[src/swdiag_pkg.sv]
// Shared constants and types for the switch channel diagnosis block.
package swdiag_pkg;

  // ==========================================================================
  // Channel and field layout
  localparam int NUM_CH      = 4;
  localparam int NUM_OC_CH   = 2;
  localparam int MUX_W       = 3;
  localparam int DIAG_W      = 16;
  localparam int ERR_LSB     = 0;
  localparam int SBM_BIT     = 13;
  localparam int SYDEL_W     = 2;

  // Select value that takes the sense pin off every channel.
  localparam logic [MUX_W-1:0] MUX_SENSE_OFF = 3'h7;

  // ==========================================================================
  // Reset values
  localparam logic [DIAG_W-1:0] DIAG_RESET = 16'h2000;
  localparam logic              SBM_RESET  = 1'b1;

  // ==========================================================================
  // Serial clock edge numbers within a frame
  localparam logic [1:0] EDGE_ERR_CLEAR = 2'h2;
  localparam logic [1:0] EDGE_ERR_ARM   = 2'h3;

  // ==========================================================================
  // Timing
  localparam int CLK_HZ          = 100_000_000;
  localparam int PWM_CLK_HZ      = 1_000_000;
  localparam int PWM_TICK_CYCLES = CLK_HZ / PWM_CLK_HZ;
  localparam int SYNC_PULSE_TICKS = 8;
  localparam int DLY_W           = 8;

  // Measurement delay per synchronisation delay setting, in PWM ticks.
  localparam logic [DLY_W-1:0] SYDEL_TICKS_0 = 8'h02;
  localparam logic [DLY_W-1:0] SYDEL_TICKS_1 = 8'h04;
  localparam logic [DLY_W-1:0] SYDEL_TICKS_2 = 8'h08;
  localparam logic [DLY_W-1:0] SYDEL_TICKS_3 = 8'h10;

  // ==========================================================================
  // Carriers
  typedef struct packed {
    logic [NUM_CH-1:0]    ot;        // Over-temperature detector.
    logic [NUM_OC_CH-1:0] oc;        // Over-current trip, channels 0 and 1.
    logic [NUM_CH-1:0]    dtl;       // Dynamic temperature retry limit hit.
    logic [NUM_CH-1:0]    dts;       // Dynamic temperature shutdown below limit.
    logic [NUM_CH-1:0]    ovl;       // Overload monitor.
    logic [NUM_CH-1:0]    vds_high;  // Bypass comparator, drain-source above threshold.
  } fault_in_type;

  typedef struct packed {
    logic [MUX_W-1:0]          sense_mux_select;
    logic                      openload_source_enable;
    logic                      openload_current_level;
    logic [1:0]                led_load_select;
    logic                      pwm_start_bit;
    logic [NUM_CH*SYDEL_W-1:0] sync_delay_field;
  } diag_cfg_type;

  typedef enum {SY_IDLE, SY_DELAY, SY_PULSE} sync_state_type;

endpackage

[src/swdiag_sync.sv]
// Two-stage synchroniser for inputs from outside the clock domain.
`timescale 1ns/1ns
module swdiag_sync #(
  parameter int W = 1
) (
  input  wire logic         clk_i,     // Sampling clock.
  input  wire logic         arst_n_i,  // Asynchronous reset, active low.
  input  wire logic [W-1:0] d_i,       // Asynchronous input.
  output logic      [W-1:0] q_o        // Synchronised output.
);

  logic [W-1:0] meta_q;
  logic [W-1:0] sync_q;

  // ==========================================================================
  // Stages
  // The first stage feeds only the second, so a metastable value never fans out.
  always_ff @(posedge clk_i or negedge arst_n_i) begin
    if (!arst_n_i) begin
      meta_q <= '0;
      sync_q <= '0;
    end else begin
      meta_q <= d_i;
      sync_q <= meta_q;
    end
  end

  assign q_o = sync_q;

endmodule

[src/swdiag_top.sv]
// Channel diagnosis: error flags, latches, sense routing, bypass monitor, sync pulse.
// Function
// - Error flag is overtemperature OR overload.
// - Overload latched, cleared at second SCLK edge.
// - Overtemperature latch holds channel off.
// - Channels 0,1 latch over-current off.
// - Clear-latch command alone clears latches.
// - After clear, flag re-arms after third edge.
// - First word after clear still shows failure.
// - Persistent overload re-sets flag immediately.
// - Sense off when off or faulted.
// - Dynamic shutdown clears per word; latches by command.
// - Sense only when on and fault free.
// - Mux routes channel; values 4 to 7 disable.
// - Channels 2,3 select LED or bulb ratio.
// - Open-load source on off selected channel.
// - One bit picks low or high source current.
// - Sync pulse after per-channel measurement delay.
// - Sync pulse only while PWM runs.
// - Open-load bypass zero needs selection only; source enable unused.
// - Bypass monitor flags short to battery.
// - Bypass result in control and diagnosis word.
// - Writing one clears latches; zero does nothing.
// - Error flags sit in diagnosis bits 3:0.
`timescale 1ns/1ns
module swdiag_top #(
  parameter int PWM_TICK_DIV = swdiag_pkg::PWM_TICK_CYCLES
) (
  input  wire logic                              MCLK_I,           // System clock, 100 MHz.
  input  wire logic                              ARST_N_I,         // Asynchronous reset, active low.
  input  wire logic                              SCLK_I,           // Serial clock pin.
  input  wire logic                              CS_N_I,           // Serial chip select pin, active low.
  input  wire swdiag_pkg::fault_in_type          FAULT_I,          // Analog fault detectors.
  input  wire logic [swdiag_pkg::NUM_CH-1:0]     CHAN_ON_I,        // Channel commanded on.
  input  wire logic                              CLEAR_LATCH_I,    // Clear latch bit written as one.
  input  wire swdiag_pkg::diag_cfg_type          CFG_I,            // Diagnosis configuration.
  output logic [swdiag_pkg::DIAG_W-1:0]          DIAG_WORD_O,      // Standard diagnosis word.
  output logic                                   SBM_O,            // Bypass monitor result.
  output logic [swdiag_pkg::NUM_CH-1:0]          CHAN_OFF_O,       // Latched forced switch-off.
  output logic [swdiag_pkg::NUM_CH-1:0]          SENSE_EN_O,       // Sense route to sense pin.
  output logic [1:0]                             SENSE_LED_O,      // LED ratio on channels 2,3.
  output logic [swdiag_pkg::NUM_CH-1:0]          OL_SRC_EN_O,      // Open-load source enable.
  output logic                                   OL_CUR_HIGH_O,    // Open-load high current level.
  output logic                                   SENSE_SYNC_O      // Sense sync pin.
);
  import swdiag_pkg::*;

  // ==========================================================================
  // Input synchronisation
  localparam int SYNC_W = $bits(fault_in_type) + 2;

  logic [SYNC_W-1:0] sync_out;
  fault_in_type      flt;
  logic              sclk_s;
  logic              csn_s;

  swdiag_sync #(
    .W (SYNC_W)
  ) u_sync (
    .clk_i    (MCLK_I),
    .arst_n_i (ARST_N_I),
    .d_i      ({FAULT_I, SCLK_I, !CS_N_I}),
    .q_o      (sync_out)
  );

  assign flt    = sync_out[SYNC_W-1:2];
  assign sclk_s = sync_out[1];
  // Select crosses inverted so the cleared synchroniser reads as idle; a
  // plain copy would look like a frame start on the first edge after reset.
  assign csn_s  = !sync_out[0];

  // ==========================================================================
  // Serial frame tracking
  // The serial clock is only edge-detected here, so its idle level between
  // frames does not matter; edges outside chip select are ignored.
  logic       sclk_prev_q;
  logic       csn_prev_q;
  logic [1:0] edge_cnt_q;
  logic       sclk_rise;
  logic       frame_start;
  logic       edge_clear;
  logic       edge_arm;

  always_ff @(posedge MCLK_I or negedge ARST_N_I) begin
    if (!ARST_N_I) begin
      sclk_prev_q <= 1'b0;
      csn_prev_q  <= 1'b1;
    end else begin
      sclk_prev_q <= sclk_s;
      csn_prev_q  <= csn_s;
    end
  end

  assign sclk_rise   = sclk_s && !sclk_prev_q && !csn_s;
  assign frame_start = csn_prev_q && !csn_s;

  always_ff @(posedge MCLK_I or negedge ARST_N_I) begin
    if (!ARST_N_I) begin
      edge_cnt_q <= 2'h0;
    end else if (frame_start) begin
      edge_cnt_q <= 2'h0;
    end else if (sclk_rise && edge_cnt_q != EDGE_ERR_ARM) begin
      edge_cnt_q <= edge_cnt_q + 2'h1;
    end
  end

  assign edge_clear = sclk_rise && (edge_cnt_q + 2'h1 == EDGE_ERR_CLEAR);
  assign edge_arm   = sclk_rise && (edge_cnt_q + 2'h1 == EDGE_ERR_ARM);

  // ==========================================================================
  // Gate control latches
  logic [NUM_CH-1:0] ot_latch_q;
  logic [NUM_CH-1:0] oc_latch_q;
  logic [NUM_CH-1:0] dtl_latch_q;
  logic [NUM_CH-1:0] oc_ev;

  assign oc_ev = {{(NUM_CH-NUM_OC_CH){1'b0}}, flt.oc};

  // A detector still active in the clear cycle keeps its latch set.
  always_ff @(posedge MCLK_I or negedge ARST_N_I) begin
    if (!ARST_N_I) begin
      ot_latch_q  <= '0;
      oc_latch_q  <= '0;
      dtl_latch_q <= '0;
    end else if (CLEAR_LATCH_I) begin
      ot_latch_q  <= flt.ot;
      oc_latch_q  <= oc_ev;
      dtl_latch_q <= flt.dtl;
    end else begin
      ot_latch_q  <= ot_latch_q | flt.ot;
      oc_latch_q  <= oc_latch_q | oc_ev;
      dtl_latch_q <= dtl_latch_q | flt.dtl;
    end
  end

  always_ff @(posedge MCLK_I or negedge ARST_N_I) begin
    if (!ARST_N_I) begin
      CHAN_OFF_O <= '0;
    end else begin
      CHAN_OFF_O <= ot_latch_q | oc_latch_q | dtl_latch_q | flt.ot | oc_ev;
    end
  end

  // ==========================================================================
  // Error flags
  // The latched faults are held a second time in the flags, so the word sent
  // right after a clear command still names the channels that had failed.
  logic              cl_pend_q;
  logic              arm_block_q;
  logic [NUM_CH-1:0] err_q;
  logic [NUM_CH-1:0] err_set;

  always_ff @(posedge MCLK_I or negedge ARST_N_I) begin
    if (!ARST_N_I) begin
      cl_pend_q <= 1'b0;
    end else if (CLEAR_LATCH_I) begin
      cl_pend_q <= 1'b1;
    end else if (frame_start) begin
      cl_pend_q <= 1'b0;
    end
  end

  always_ff @(posedge MCLK_I or negedge ARST_N_I) begin
    if (!ARST_N_I) begin
      arm_block_q <= 1'b0;
    end else if (frame_start) begin
      arm_block_q <= cl_pend_q;
    end else if (edge_arm) begin
      arm_block_q <= 1'b0;
    end
  end

  // Monitor sources always set; latch sources wait for the re-arm edge.
  assign err_set = flt.ovl | flt.dts
                 | ({NUM_CH{!arm_block_q}} & (ot_latch_q | oc_latch_q | dtl_latch_q));

  // Set wins over the clear at the second serial edge.
  always_ff @(posedge MCLK_I or negedge ARST_N_I) begin
    if (!ARST_N_I) begin
      err_q <= '0;
    end else begin
      err_q <= (err_q & ~{NUM_CH{edge_clear}}) | err_set;
    end
  end

  // ==========================================================================
  // Sense multiplexer, bypass monitor and open-load source
  logic              sel_valid;
  logic [NUM_CH-1:0] sel_hot;
  logic [NUM_CH-1:0] fail;
  logic              sbm_d;

  assign sel_valid = CFG_I.sense_mux_select < MUX_W'(NUM_CH);

  genvar g;
  generate
    for (g = 0; g < NUM_CH; g++) begin : g_sel
      assign sel_hot[g] = CFG_I.sense_mux_select == MUX_W'(g);
    end
  endgenerate

  assign fail = ot_latch_q | oc_latch_q | dtl_latch_q | flt.dts | oc_ev | flt.ovl;

  // A high drain-source voltage means the output is pulled apart from the
  // battery; a low one flags a bypass when the selected channel is checked.
  assign sbm_d = sel_valid ? flt.vds_high[CFG_I.sense_mux_select[1:0]] : SBM_RESET;

  always_ff @(posedge MCLK_I or negedge ARST_N_I) begin
    if (!ARST_N_I) begin
      SBM_O       <= SBM_RESET;
      DIAG_WORD_O <= DIAG_RESET;
    end else begin
      SBM_O <= sbm_d;
      DIAG_WORD_O <= '0;
      DIAG_WORD_O[SBM_BIT] <= sbm_d;
      DIAG_WORD_O[ERR_LSB +: NUM_CH] <= err_q;
    end
  end

  always_ff @(posedge MCLK_I or negedge ARST_N_I) begin
    if (!ARST_N_I) begin
      SENSE_EN_O <= '0;
    end else begin
      SENSE_EN_O <= sel_hot & CHAN_ON_I & ~fail;
    end
  end

  always_ff @(posedge MCLK_I or negedge ARST_N_I) begin
    if (!ARST_N_I) begin
      OL_SRC_EN_O   <= '0;
      OL_CUR_HIGH_O <= 1'b0;
      SENSE_LED_O   <= 2'h0;
    end else begin
      OL_SRC_EN_O   <= sel_hot & ~CHAN_ON_I & {NUM_CH{CFG_I.openload_source_enable}};
      OL_CUR_HIGH_O <= CFG_I.openload_current_level;
      SENSE_LED_O   <= CFG_I.led_load_select;
    end
  end

  // ==========================================================================
  // PWM tick divider
  localparam int TICK_W = $clog2(PWM_TICK_DIV + 1);

  logic [TICK_W-1:0] tick_cnt_q;
  logic              tick_q;

  always_ff @(posedge MCLK_I or negedge ARST_N_I) begin
    if (!ARST_N_I) begin
      tick_cnt_q <= '0;
      tick_q     <= 1'b0;
    end else if (tick_cnt_q == TICK_W'(PWM_TICK_DIV - 1)) begin
      tick_cnt_q <= '0;
      tick_q     <= 1'b1;
    end else begin
      tick_cnt_q <= tick_cnt_q + TICK_W'(1);
      tick_q     <= 1'b0;
    end
  end

  // ==========================================================================
  // Sense synchronisation pulse
  function automatic logic [DLY_W-1:0] sydel_ticks(input logic [SYDEL_W-1:0] code);
    logic [DLY_W-1:0] t;
    case (code)
      2'h0:    t = SYDEL_TICKS_0;
      2'h1:    t = SYDEL_TICKS_1;
      2'h2:    t = SYDEL_TICKS_2;
      default: t = SYDEL_TICKS_3;
    endcase
    return t;
  endfunction

  sync_state_type    sy_state_q;
  logic [DLY_W-1:0]  sy_cnt_q;
  logic [NUM_CH-1:0] on_prev_q;
  logic              act;
  logic [1:0]        sel_ch;

  assign sel_ch = CFG_I.sense_mux_select[1:0];
  assign act    = sel_valid && CHAN_ON_I[sel_ch] && !on_prev_q[sel_ch];

  always_ff @(posedge MCLK_I or negedge ARST_N_I) begin
    if (!ARST_N_I) begin
      on_prev_q <= '0;
    end else begin
      on_prev_q <= CHAN_ON_I;
    end
  end

  // Only the selected channel is timed; a new activation during a pending
  // delay restarts it, since the earlier measurement window is lost anyway.
  always_ff @(posedge MCLK_I or negedge ARST_N_I) begin
    if (!ARST_N_I) begin
      sy_state_q   <= SY_IDLE;
      sy_cnt_q     <= '0;
      SENSE_SYNC_O <= 1'b0;
    end else if (!CFG_I.pwm_start_bit) begin
      sy_state_q   <= SY_IDLE;
      sy_cnt_q     <= '0;
      SENSE_SYNC_O <= 1'b0;
    end else begin
      case (sy_state_q)
        SY_IDLE: begin
          SENSE_SYNC_O <= 1'b0;
          if (act) begin
            sy_state_q <= SY_DELAY;
            sy_cnt_q   <= sydel_ticks(CFG_I.sync_delay_field[sel_ch*SYDEL_W +: SYDEL_W]);
          end
        end
        SY_DELAY: begin
          if (act) begin
            sy_cnt_q <= sydel_ticks(CFG_I.sync_delay_field[sel_ch*SYDEL_W +: SYDEL_W]);
          end else if (tick_q) begin
            if (sy_cnt_q <= DLY_W'(1)) begin
              sy_state_q   <= SY_PULSE;
              sy_cnt_q     <= DLY_W'(SYNC_PULSE_TICKS);
              SENSE_SYNC_O <= 1'b1;
            end else begin
              sy_cnt_q <= sy_cnt_q - DLY_W'(1);
            end
          end
        end
        SY_PULSE: begin
          if (tick_q) begin
            if (sy_cnt_q <= DLY_W'(1)) begin
              sy_state_q   <= SY_IDLE;
              sy_cnt_q     <= '0;
              SENSE_SYNC_O <= 1'b0;
            end else begin
              sy_cnt_q <= sy_cnt_q - DLY_W'(1);
            end
          end
        end
        default: begin
          sy_state_q   <= SY_IDLE;
          SENSE_SYNC_O <= 1'b0;
        end
      endcase
    end
  end

endmodule

[config.mk]
export PLATFORM = sky130hd
export DESIGN_NAME = swdiag_top
export DESIGN_NICKNAME = d
export VERILOG_FILES = /design/src/swdiag_pkg.sv /design/src/swdiag_sync.sv /design/src/swdiag_top.sv
export SDC_FILE = /design/constraint.sdc
export NUM_CORES = 1
export LEC_CHECK = 0
export BUFFER_PORTS_ARGS = -buffer_cell sky130_fd_sc_hd__buf_4
export CORE_MARGIN = 4
export CORE_UTILIZATION = 40
export CTS_BUF_LIST = sky130_fd_sc_hd__clkbuf_4
export DETAILED_ROUTE_END_ITERATION = 10
export GPL_TIMING_DRIVEN = 0
export PLACE_DENSITY = 0.67
export SLEW_MARGIN = 20
export SYNTH_ARGS = -nofsm -noshare
export SYNTH_HDL_FRONTEND = slang
export SYNTH_SLANG_ARGS = --single-unit
[constraint.sdc]
create_clock -name MCLK_I -period 2.3 [get_ports MCLK_I]
set_clock_uncertainty 0.1 [all_clocks]
set_input_delay 0.345 -clock MCLK_I [delete_from_list [all_inputs] [get_ports MCLK_I]]
set_output_delay 0.345 -clock MCLK_I [all_outputs]
set_load 0.02 [all_outputs]
==> impl_metrics.csv, run 1 <==
group,metric,value,unit
outcome,outcome,"finished, final reports clean",
setup_path,arrival,2550,ps
synthesis,ys.flop_type,"dfrtp_1",
grt,grt_pass1_wl,14600,µm
setup_path,crit_required,2570,ps
floorplanning,die_width,111,µm
synthesis,ys_ff_latch,111,
synthesis,synthTopCellsByArea,"dfrtp_1 (64%), ha_1 (2.9%), buf_4 (2.5%)",
grt,grt_pass1_vias,3000,
power,peakVddDrop,0.377,mV
setup_path,path_class,"input port to register",
clock_network,cts_root_buf,"clkbuf_4",
timing,hold_ws,46.1,ps
synthesis,synth-edff-count,0,
floorplanning,ios,80,
setup_path,slowest_stage,"dlygate4sd3_1",
final_layout,syn2layout_area_growth,31.8,%
final_layout,finalNonFillerCells,600,
clock_network,h-tree-depth,3,
route,drt_iter0_markers,99,
route,drt_first_pass_iters,5,
synthesis,async_reset_ff_frac,1.00,
timing,maxSlewViolCount,0,
clock_network,cts_buffers,9,
synthesis,netlist_area,0.00425,mm²
floorplanning,die_area,0.0123,mm²
place,place_hpwl,5670,µm
final_layout,fillers,859,
power,power.density,662,mW/mm²
clock_network,clk_pin_slew,170,ps
floorplanning,die_height,111,µm
grt,antenna_found_initial,1,
timing,finalHoldViolCount,0,
setup_path,path_common_cell,"a32o_1",
synthesis,ys_warn_count,0,
synthesis,ys_types,58,
synthesis,syn_avg_cell_area,13.1,µm²
setup_path,start_kind,"input port",
route,antenna_left,0,
setup_path,max_stage_delay,530,ps
timing,timing.fmax,438,MHz
timing,worst_pin_slew,941,ps
synthesis,netlist.area_leader.share,0.642,
run,drv_cap,0,
place,io_buffers,67,
floorplanning,core-area,0.0103,mm²
power,power_leakage,0.00259,µW
synthesis,ys_seq_area_frac,0.655,
timing,fin_crit,2280,ps
place,gp_congestion,0.856,
final_layout,fin_util,0.542,
route,vias,2913,
timing,relSlewSlack,0.373,
min_path,holdCritPathClass,"input port to register",
setup_path,crit_chain,"dlygate4sd3_1 > buf_4 > or3b_2 > nand2_2 > nand4_1 > a32o_1 > a32o_1",
synthesis,netlist_instances,324,
clock_network,clock_latency,460,ps
grt,overflow,0,
route,vias_per_cell,4.86,
timing,finalSetupViolations,0,
clock_network,cts_num_sinks,111,
setup_path,crit_path_end_kind,"register",
clock_network,cts_tree,"yes",
final_layout,final_nets,515,
clock_network,cts.path.max_buffers,2,
grt,grt_max_degree,112,
setup_path,path_max_fanout,7,
route,drcViolationCount,0,
timing,period_share,0.992,
final_layout,final_layout_size_suffix_gt1_frac,0.305,
route,wl,8780,µm
synthesis,synth_top_area_cell,"dfrtp_1",
floorplanning,start_util,0.411,
place,dp_cells,537,
route,avgRoutedWirePerCell,14.6,µm
floorplanning,num_rows,37,
grt,track_usage,0.148,
==> flip-flops by register name, indices dropped and copies added, names as in the netlist, 4 cells and up <==
name and count:
err_q 4, u_sync.meta_q 24, CHAN_OFF_O 4, OL_SRC_EN_O 4
tick_cnt_q 7, on_prev_q 4, u_sync.q_o 24, sy_cnt_q 8
SENSE_EN_O 4, dtl_latch_q 4, ot_latch_q 4, DIAG_WORD_O 5
==> area by class of cell <==
type	count	area (µm²)	area share
Antenna cell	1	2.50	0.000447
Sequential cell	111	2780	0.497
Inverter	19	71.3	0.0127
Clock buffer	9	67.6	0.0121
Clock inverter	7	76.3	0.0136
Tap cell	136	170	0.0304
Buffer	19	160	0.0286
Multi-Input combinational cell	184	1330	0.238
Timing Repair Buffer	114	940	0.168
==> per-stage QoR <==
stage                     setup slack [ps]  instance area (µm²)  TNS, ps  total power, µW
after global placement                -203                 4960     -829             2670
final                                 18.9                 5600        0             3710
after floorplan                        148                 4280        0             2490
after detailed placement              -214                 4960     -957             2690
after CTS                            0.380                 5500        0             3700
after global routing                 -4.02                 5600    -4.02             3910
==> report_power, final <==
part / internal [µW] / switching, µW / total, µW
clock network: 257 / 680 / 936
registers: 2050 / 57.4 / 2100
logic: 324 / 342 / 666
==> kinds of logic after synthesis <==
logic type	synth area share
buf+inv	0.0557
compound gates	0.105
fa+ha+maj	0.0295
mux	0.0230
xor+xnor	0.0124
simple gates	0.119
other cells	0.000883
flops	0.655
==> placed cells by master (no fill, tap or decap), drive strengths merged, types with 3 or more instances in the layout <==
cell type	n
buf	96
nand2b	4
ha	10
or3	6
inv	21
a21oi	7
nor3	12
a32o	8
nand2	19
nand4	4
clkinv	5
mux4	3
a21o	12
dfrtp	109
o211ai	3
conb	11
nor4	7
mux2i	3
xnor2	3
xor2	3
nor2	20
dlygate4sd3	33
nand3	13
clkbuf	13
==> final timing paths <==
kind	end	slack, ps	start	cells past startpoint
worst min register to register	u_sync.q_o[9]	270	u_sync.meta_q[9]	0
min in group asynchronous	u_sync.meta_q[16]	450	ARST_N_I	2
max in group asynchronous	sy_state_q[0]	1050	ARST_N_I	2
worst max register to register	sy_cnt_q[2]	110	sy_state_q[0]	8
worst max-delay path	sy_cnt_q[2]	20	CHAN_ON_I[0]	7
worst min-delay path	OL_SRC_EN_O[3]	50	CFG_I[12]	3
==> cells in the mapped netlist (all sizes together), types with 2 or more instances <==
library cell  number
o21ai              2
o211ai             3
or3                6
mux2i              3
buf               15
xnor2              3
nand4              4
nand2b             4
a2111o             2
and4               2
nor3              12
mux4               3
nor2              20
clkbuf             4
nand3             13
a32o               8
a21oi              7
dfstp              2
a21o              12
o31ai              2
xor2               3
dfrtp            109
nor4               7
nand2             19
o22ai              2
inv               19
a311oi             2
a32oi              2
ha                10
a211oi             2
o311ai             2
==> repair_timing <==
item | in CTS | in global routing
resized for setup | 6 | 11
endpoints found under the hold margin | 144 | 0
pin swaps | 2 | 4
buffers inserted | 8 | 7
cloned | 0 | 0
hold buffers | 32 | 0
endpoints found under the setup margin | 1 | 9
==> critical path, delay by kind of cell <==
kind / cells / cell delay, ps
AND/OR/NAND/NOR: 3 / 960
AO/OA/AOI/OAI: 2 / 580
buffers and inverters: 2 / 660
==> metal layers <==
metal / share of wire / vias up / GRT usage
met5: 0 / - / 0
met4: 0.021 / 0 / 0.0576
met3: 0.047 / 15 / 0.0398
met2: 0.53 / 79 / 0.260
met1: 0.40 / 1429 / 0.172
li1: - / 1390 / -
Note: power is estimated with default switching activity, not from simulation.
==> run 2, diff against run 1 <==
--- a/config.mk
+++ b/config.mk
@@ -9,9 +9,11 @@
 export CORE_MARGIN = 4
 export CORE_UTILIZATION = 40
 export CTS_BUF_LIST = sky130_fd_sc_hd__clkbuf_4
+export CTS_CLUSTER_DIAMETER = 40
 export DETAILED_ROUTE_END_ITERATION = 10
 export GPL_TIMING_DRIVEN = 0
 export PLACE_DENSITY = 0.67
+export SETUP_SLACK_MARGIN = 0.3
 export SLEW_MARGIN = 20
 export SYNTH_ARGS = -nofsm -noshare
 export SYNTH_HDL_FRONTEND = slang
==> impl_metrics.csv, run 2 (same netlist as run 1, synthesis figures left out) <==
group,metric,value,unit
final_layout,fin_util,0.549,
floorplanning,die_height,111,µm
route,drcViolationCount,0,
timing,relSlewSlack,0.379,
clock_network,cts.path.max_buffers,2,
timing,finalHoldViolCount,0,
outcome,outcome,"finished, final reports clean",
clock_network,cts_tree,"yes",
grt,grt_pass1_wl,14600,µm
power,power.density,646,mW/mm²
clock_network,cts_num_sinks,111,
route,wl,8630,µm
timing,rsz0062_at_grt,"true",
place,place_hpwl,5720,µm
setup_path,crit_path_end_kind,"register",
final_layout,final_cell_mix,"dfrtp_1 (109), buf_4 (100), dlygate4sd3_1 (33)",
timing,worst_pin_slew,931,ps
min_path,holdCritPathClass,"input port to register",
route,avgRoutedWirePerCell,14.2,µm
floorplanning,die_width,111,µm
clock_network,h-tree-depth,3,
setup_path,path_class,"register to register",
timing,period_share,0.971,
final_layout,final_layout_size_suffix_gt1_frac,0.324,
grt,grt_max_degree,112,
grt,grt_pass1_vias,3079,
timing,timing.fmax,448,MHz
route,antenna_left,0,
grt,overflow,0,
floorplanning,core-area,0.0103,mm²
floorplanning,ios,80,
final_layout,final_nets,524,
timing,maxSlewViolCount,0,
power,power_leakage,0.00263,µW
route,drt_first_pass_iters,4,
grt,antenna_found_initial,1,
clock_network,cts_buffers,9,
route,vias,2961,
timing,fin_crit,2230,ps
place,io_buffers,67,
timing,finalSetupViolations,0,
floorplanning,die_area,0.0123,mm²
setup_path,slowest_stage,"or4_4",
final_layout,final_common_cell,"dfrtp_1",
place,gp_congestion,0.861,
clock_network,cts_root_buf,"clkbuf_4",
floorplanning,start_util,0.411,
setup_path,crit_chain,"or3_4 > or4_4 > buf_6 > a21o_1 > a221oi_2 > mux2i_1",
final_layout,syn2layout_area_growth,33.4,%
clock_network,clock_latency,450,ps
setup_path,crit_required,2580,ps
grt,track_usage,0.145,
power,peakVddDrop,0.365,mV
run,drv_cap,0,
setup_path,path_max_fanout,3,
floorplanning,num_rows,37,
route,drt_iter0_markers,109,
power,finalPower,3660,µW
setup_path,start_kind,"register",
setup_path,arrival,2520,ps
route,vias_per_cell,4.86,
clock_network,clk_pin_slew,160,ps
setup_path,max_stage_delay,490,ps
[run 2: cell count changes in the layout (fill, tap and decap cells not counted), sizes merged]
cell | before | now
buf | 96 | 106
clkinv | 5 | 2
inv | 21 | 23
[run 2: final cells by class]
| class | count | area [µm²] |
|---|---|---|
| multi-input combinational | 184 | 1330 |
| buffer | 20 | 176 |
| clock inverter | 6 | 48.8 |
| antenna | 1 | 2.50 |
| sequential | 111 | 2780 |
| tap | 136 | 170 |
| inverter | 19 | 71.3 |
| fill | 866 | 4660 |
| clock buffer | 10 | 75.1 |
| timing repair buffer | 122 | 1010 |
[run 2: repair_timing]
action	CTS	global route
endpoints found under the hold margin	144	0
gates resized for setup	9	15
hold buffers	32	0
pin swaps	4	6
setup buffers	15	8
setup endpoints to repair	10	11
cloned	0	0
[run 2: worst max-delay path, delay by kind of cell (launching register included)]
family                 cells  cell delay [ps]
AOI/OAI and AO/OA          2              420
DFF                        1              410
and+or+nand+nor            2              880
buffers and inverters      1              130
muxes                      1              220
[run 2: stage by stage]
step / cells / setup TNS [ps] / hold WS [ps] / area [µm²] / worst slack (ps)
2_1_floorplan: 334 / 0 / -50.6 / 4290 / 148
3_3_place_gp: 537 / -156 / 232 / 4970 / -102
3_5_place_dp: 537 / -164 / 235 / 4970 / -88.7
4_1_cts: 600 / 0 / 26.3 / 5560 / 46.4
5_1_grt: 609 / 0 / 36.3 / 5670 / 9.24
6_report: 609 / 0 / 56.6 / 5670 / 65.9
[run 2: where the power goes]
group	switching (µW)	internal (µW)	leakage, µW
combinational	347	332	0.00126
sequential	55.2	2050	0.00130
clock	626	252	0.0000722
[run 2: metal layers]
| metal | share of wire | track usage |
|---|---|---|
| met2 | 0.52 | 0.255 |
| met5 | 0 | 0 |
| met3 | 0.050 | 0.0371 |
| met1 | 0.41 | 0.173 |
| met4 | 0.018 | 0.0503 |
[run 2: worst paths after layout]
| kind | startpoint | end | slack (ps) | cells after the start |
|---|---|---|---|---|
| worst max-delay path | sy_cnt_q[4] | sy_state_q[0] | 70 | 6 |
| worst min-delay path | CFG_I[15] | OL_SRC_EN_O[0] | 60 | 2 |
| worst max register to register | sy_cnt_q[4] | sy_state_q[0] | 70 | 6 |
| worst min register to register | u_sync.meta_q[1] | u_sync.q_o[1] | 250 | 0 |
| max in group asynchronous | ARST_N_I | sy_cnt_q[5] | 1030 | 2 |
| min in group asynchronous | ARST_N_I | dtl_latch_q[1] | 470 | 2 |
==> run 3, diff against run 2 <==
--- a/config.mk
+++ b/config.mk
@@ -5,14 +5,14 @@
 export SDC_FILE = /design/constraint.sdc
 export NUM_CORES = 1
 export LEC_CHECK = 0
-export BUFFER_PORTS_ARGS = -buffer_cell sky130_fd_sc_hd__buf_4
 export CORE_MARGIN = 4
 export CORE_UTILIZATION = 40
 export CTS_BUF_LIST = sky130_fd_sc_hd__clkbuf_4
 export CTS_CLUSTER_DIAMETER = 40
 export DETAILED_ROUTE_END_ITERATION = 10
+export DONT_BUFFER_PORTS = 1
 export GPL_TIMING_DRIVEN = 0
-export PLACE_DENSITY = 0.67
+export PLACE_DENSITY = 0.6
 export SETUP_SLACK_MARGIN = 0.3
 export SLEW_MARGIN = 20
 export SYNTH_ARGS = -nofsm -noshare
==> impl_metrics.csv, run 3 (same netlist as run 1, synthesis figures left out) <==
group,metric,value,unit
outcome,outcome,"complete, but fails checks",
outcome,violations,"negative hold slack",
grt,grt_util_met2,0.239,
floorplanning,die_height,111,µm
place,io_buffers,0,
final_layout,final_cell_mix,"dfrtp_1 (109), buf_4 (34), dlygate4sd3_1 (34)",
setup_path,start_kind,"register",
floorplanning,die_area,0.0123,mm²
place,gp_congestion,0.824,
timing,relSlewSlack,0.631,
grt,grt_max_degree,112,
setup_path,path_max_fanout,4,
power,power.internal,2620,µW
power,power.density,703,mW/mm²
route,antenna_left,0,
final_layout,finalNonFillerCells,541,
grt,grt_pass1_wl,14400,µm
floorplanning,num_rows,37,
clock_network,clk_pin_slew,180,ps
grt,antenna_found_initial,0,
power,netSwitchingFraction,0.285,
timing,maxSlewViolCount,0,
power,combPwrFrac,0.167,
clock_network,cts_num_sinks,111,
place,dp_cells,470,
clock_network,clock_latency,460,ps
final_layout,final_common_cell,"dfrtp_1",
setup_path,path_class,"register to register",
power,power_leakage,0.00231,µW
final_layout,diodes,0,
route,avgRoutedWirePerCell,16.2,µm
power,peakVddDrop,0.382,mV
min_path,holdCritPathClass,"input port to async pin",
clock_network,cts_tree,"yes",
grt,busiest_layer,"met2",
timing,hold_ws,-549,ps
final_layout,final_nets,457,
timing,rsz0062_at_grt,"true",
route,vias_per_cell,4.99,
timing,finalSetupViolations,0,
route,drcViolationCount,0,
route,wl,8740,µm
clock_network,cts_hold_buf,33,
route,drt_first_pass_iters,4,
route,vias,2701,
floorplanning,die_width,111,µm
timing,timing.fmax,441,MHz
grt,grt_util_met3,0.0349,
grt,overflow,0,
floorplanning,ios,80,
power,finalPower,3660,µW
timing,period_share,0.987,
floorplanning,core-area,0.0103,mm²
setup_path,crit_path_end_kind,"register",
final_layout,fillers,888,
clock_network,cts_root_buf,"clkbuf_4",
grt,grtUsageMet1,0.193,
power,p_seq_frac,0.579,
grt,track_usage,0.146,
final_layout,final_layout_size_suffix_gt1_frac,0.222,
timing,fin_crit,2270,ps
timing,worst_pin_slew,552,ps
timing,finalHoldViolCount,111,
place,place_hpwl,5520,µm
power,p_switching,1040,µW
power,p_clk_frac,0.254,
setup_path,rrSetupSlack,30,ps
final_layout,syn2layout_area_growth,22.7,%
clock_network,cts.path.max_buffers,2,
setup_path,startpoint,"sy_cnt_q[6]",
run,drv_cap,0,
grt,grt_pass1_vias,2820,
clock_network,cts_buffers,9,
setup_path,arrival,2550,ps
clock_network,h-tree-depth,3,
setup_path,r2r-end,"sy_state_q[0]",
setup_path,reg2reg_from,"sy_cnt_q[6]",
route,drt_iter0_markers,149,
setup_path,crit_required,2580,ps
setup_path,reg2reg_depth,6,
floorplanning,start_util,0.411,
-- run 3: worst max-delay path, stage by stage, from the launching register on --
cell and delay [ps]:
dfrtp_1 440, or3_1 430, or4_4 430, buf_6 140
a21o_1 170, a221oi_2 270, mux2i_1 220
-- run 3: worst max path at each step --
| stage | end | slack [ps] |
|---|---|---|
| 2_1_floorplan | sy_state_q[0] | 150 |
| 3_3_place_gp | sy_state_q[0] | 30 |
| 3_5_place_dp | sy_state_q[0] | 6 |
| 4_1_cts | sy_state_q[0] | 20 |
| 5_1_grt | sy_state_q[0] | -20 |
| 6_report | sy_state_q[0] | 30 |
-- run 3: routing by layer --
metal | wire length (µm) | vias to the layer above | part of all wire
met5 | 0 | - | 0
met4 | 136 | 0 | 0.016
met3 | 419 | 13 | 0.048
met2 | 4380 | 72 | 0.50
met1 | 3810 | 1329 | 0.44
li1 | - | 1287 | -
-- run 3: metrics by stage --
stage / hold slack, ps / utilization / setup TNS [ps] / setup WS, ps / area, µm²
floorplan: -50.6 / - / 0 / 148 / 4290
global placement: -46.9 / 0.432 / 0 / 27.2 / 4460
detailed placement: -48.1 / 0.432 / 0 / 6.21 / 4460
CTS: -588 / 0.494 / 0 / 23.0 / 5090
global route: -600 / 0.505 / -30.7 / -24.9 / 5210
finish: -549 / 0.505 / 0 / 30.7 / 5210
-- run 3: final cells by class --
type,instances,area [µm²],share of cell area
inverter,19,71.3,0.0137
sequential,111,2780,0.533
tap,136,170,0.0327
clock inverter,6,63.8,0.0122
clock buffer,10,75.1,0.0144
multi-input combinational,185,1390,0.266
timing repair buffer,54,488,0.0936
buffer,20,176,0.0339
-- run 3: power groups by stage --
| stage | Combinational [µW] | Clock (µW) | Sequential [µW] |
|---|---|---|---|
| after CTS | 529 | 977 | 2120 |
| final | 612 | 932 | 2120 |
| after floorplan | 356 | 0 | 2140 |
| after global routing | 675 | 1060 | 2130 |
| after detailed placement | 430 | 0 | 2150 |
| after global placement | 420 | 0 | 2150 |
-- run 3: repair_timing --
item                       in CTS  in global routing
pin swaps                       5                  3
resized for setup              15                 14
hold endpoints to repair      151                111
gates cloned                    1                  0
setup endpoints to repair      10                 11
buffers inserted               14                  7
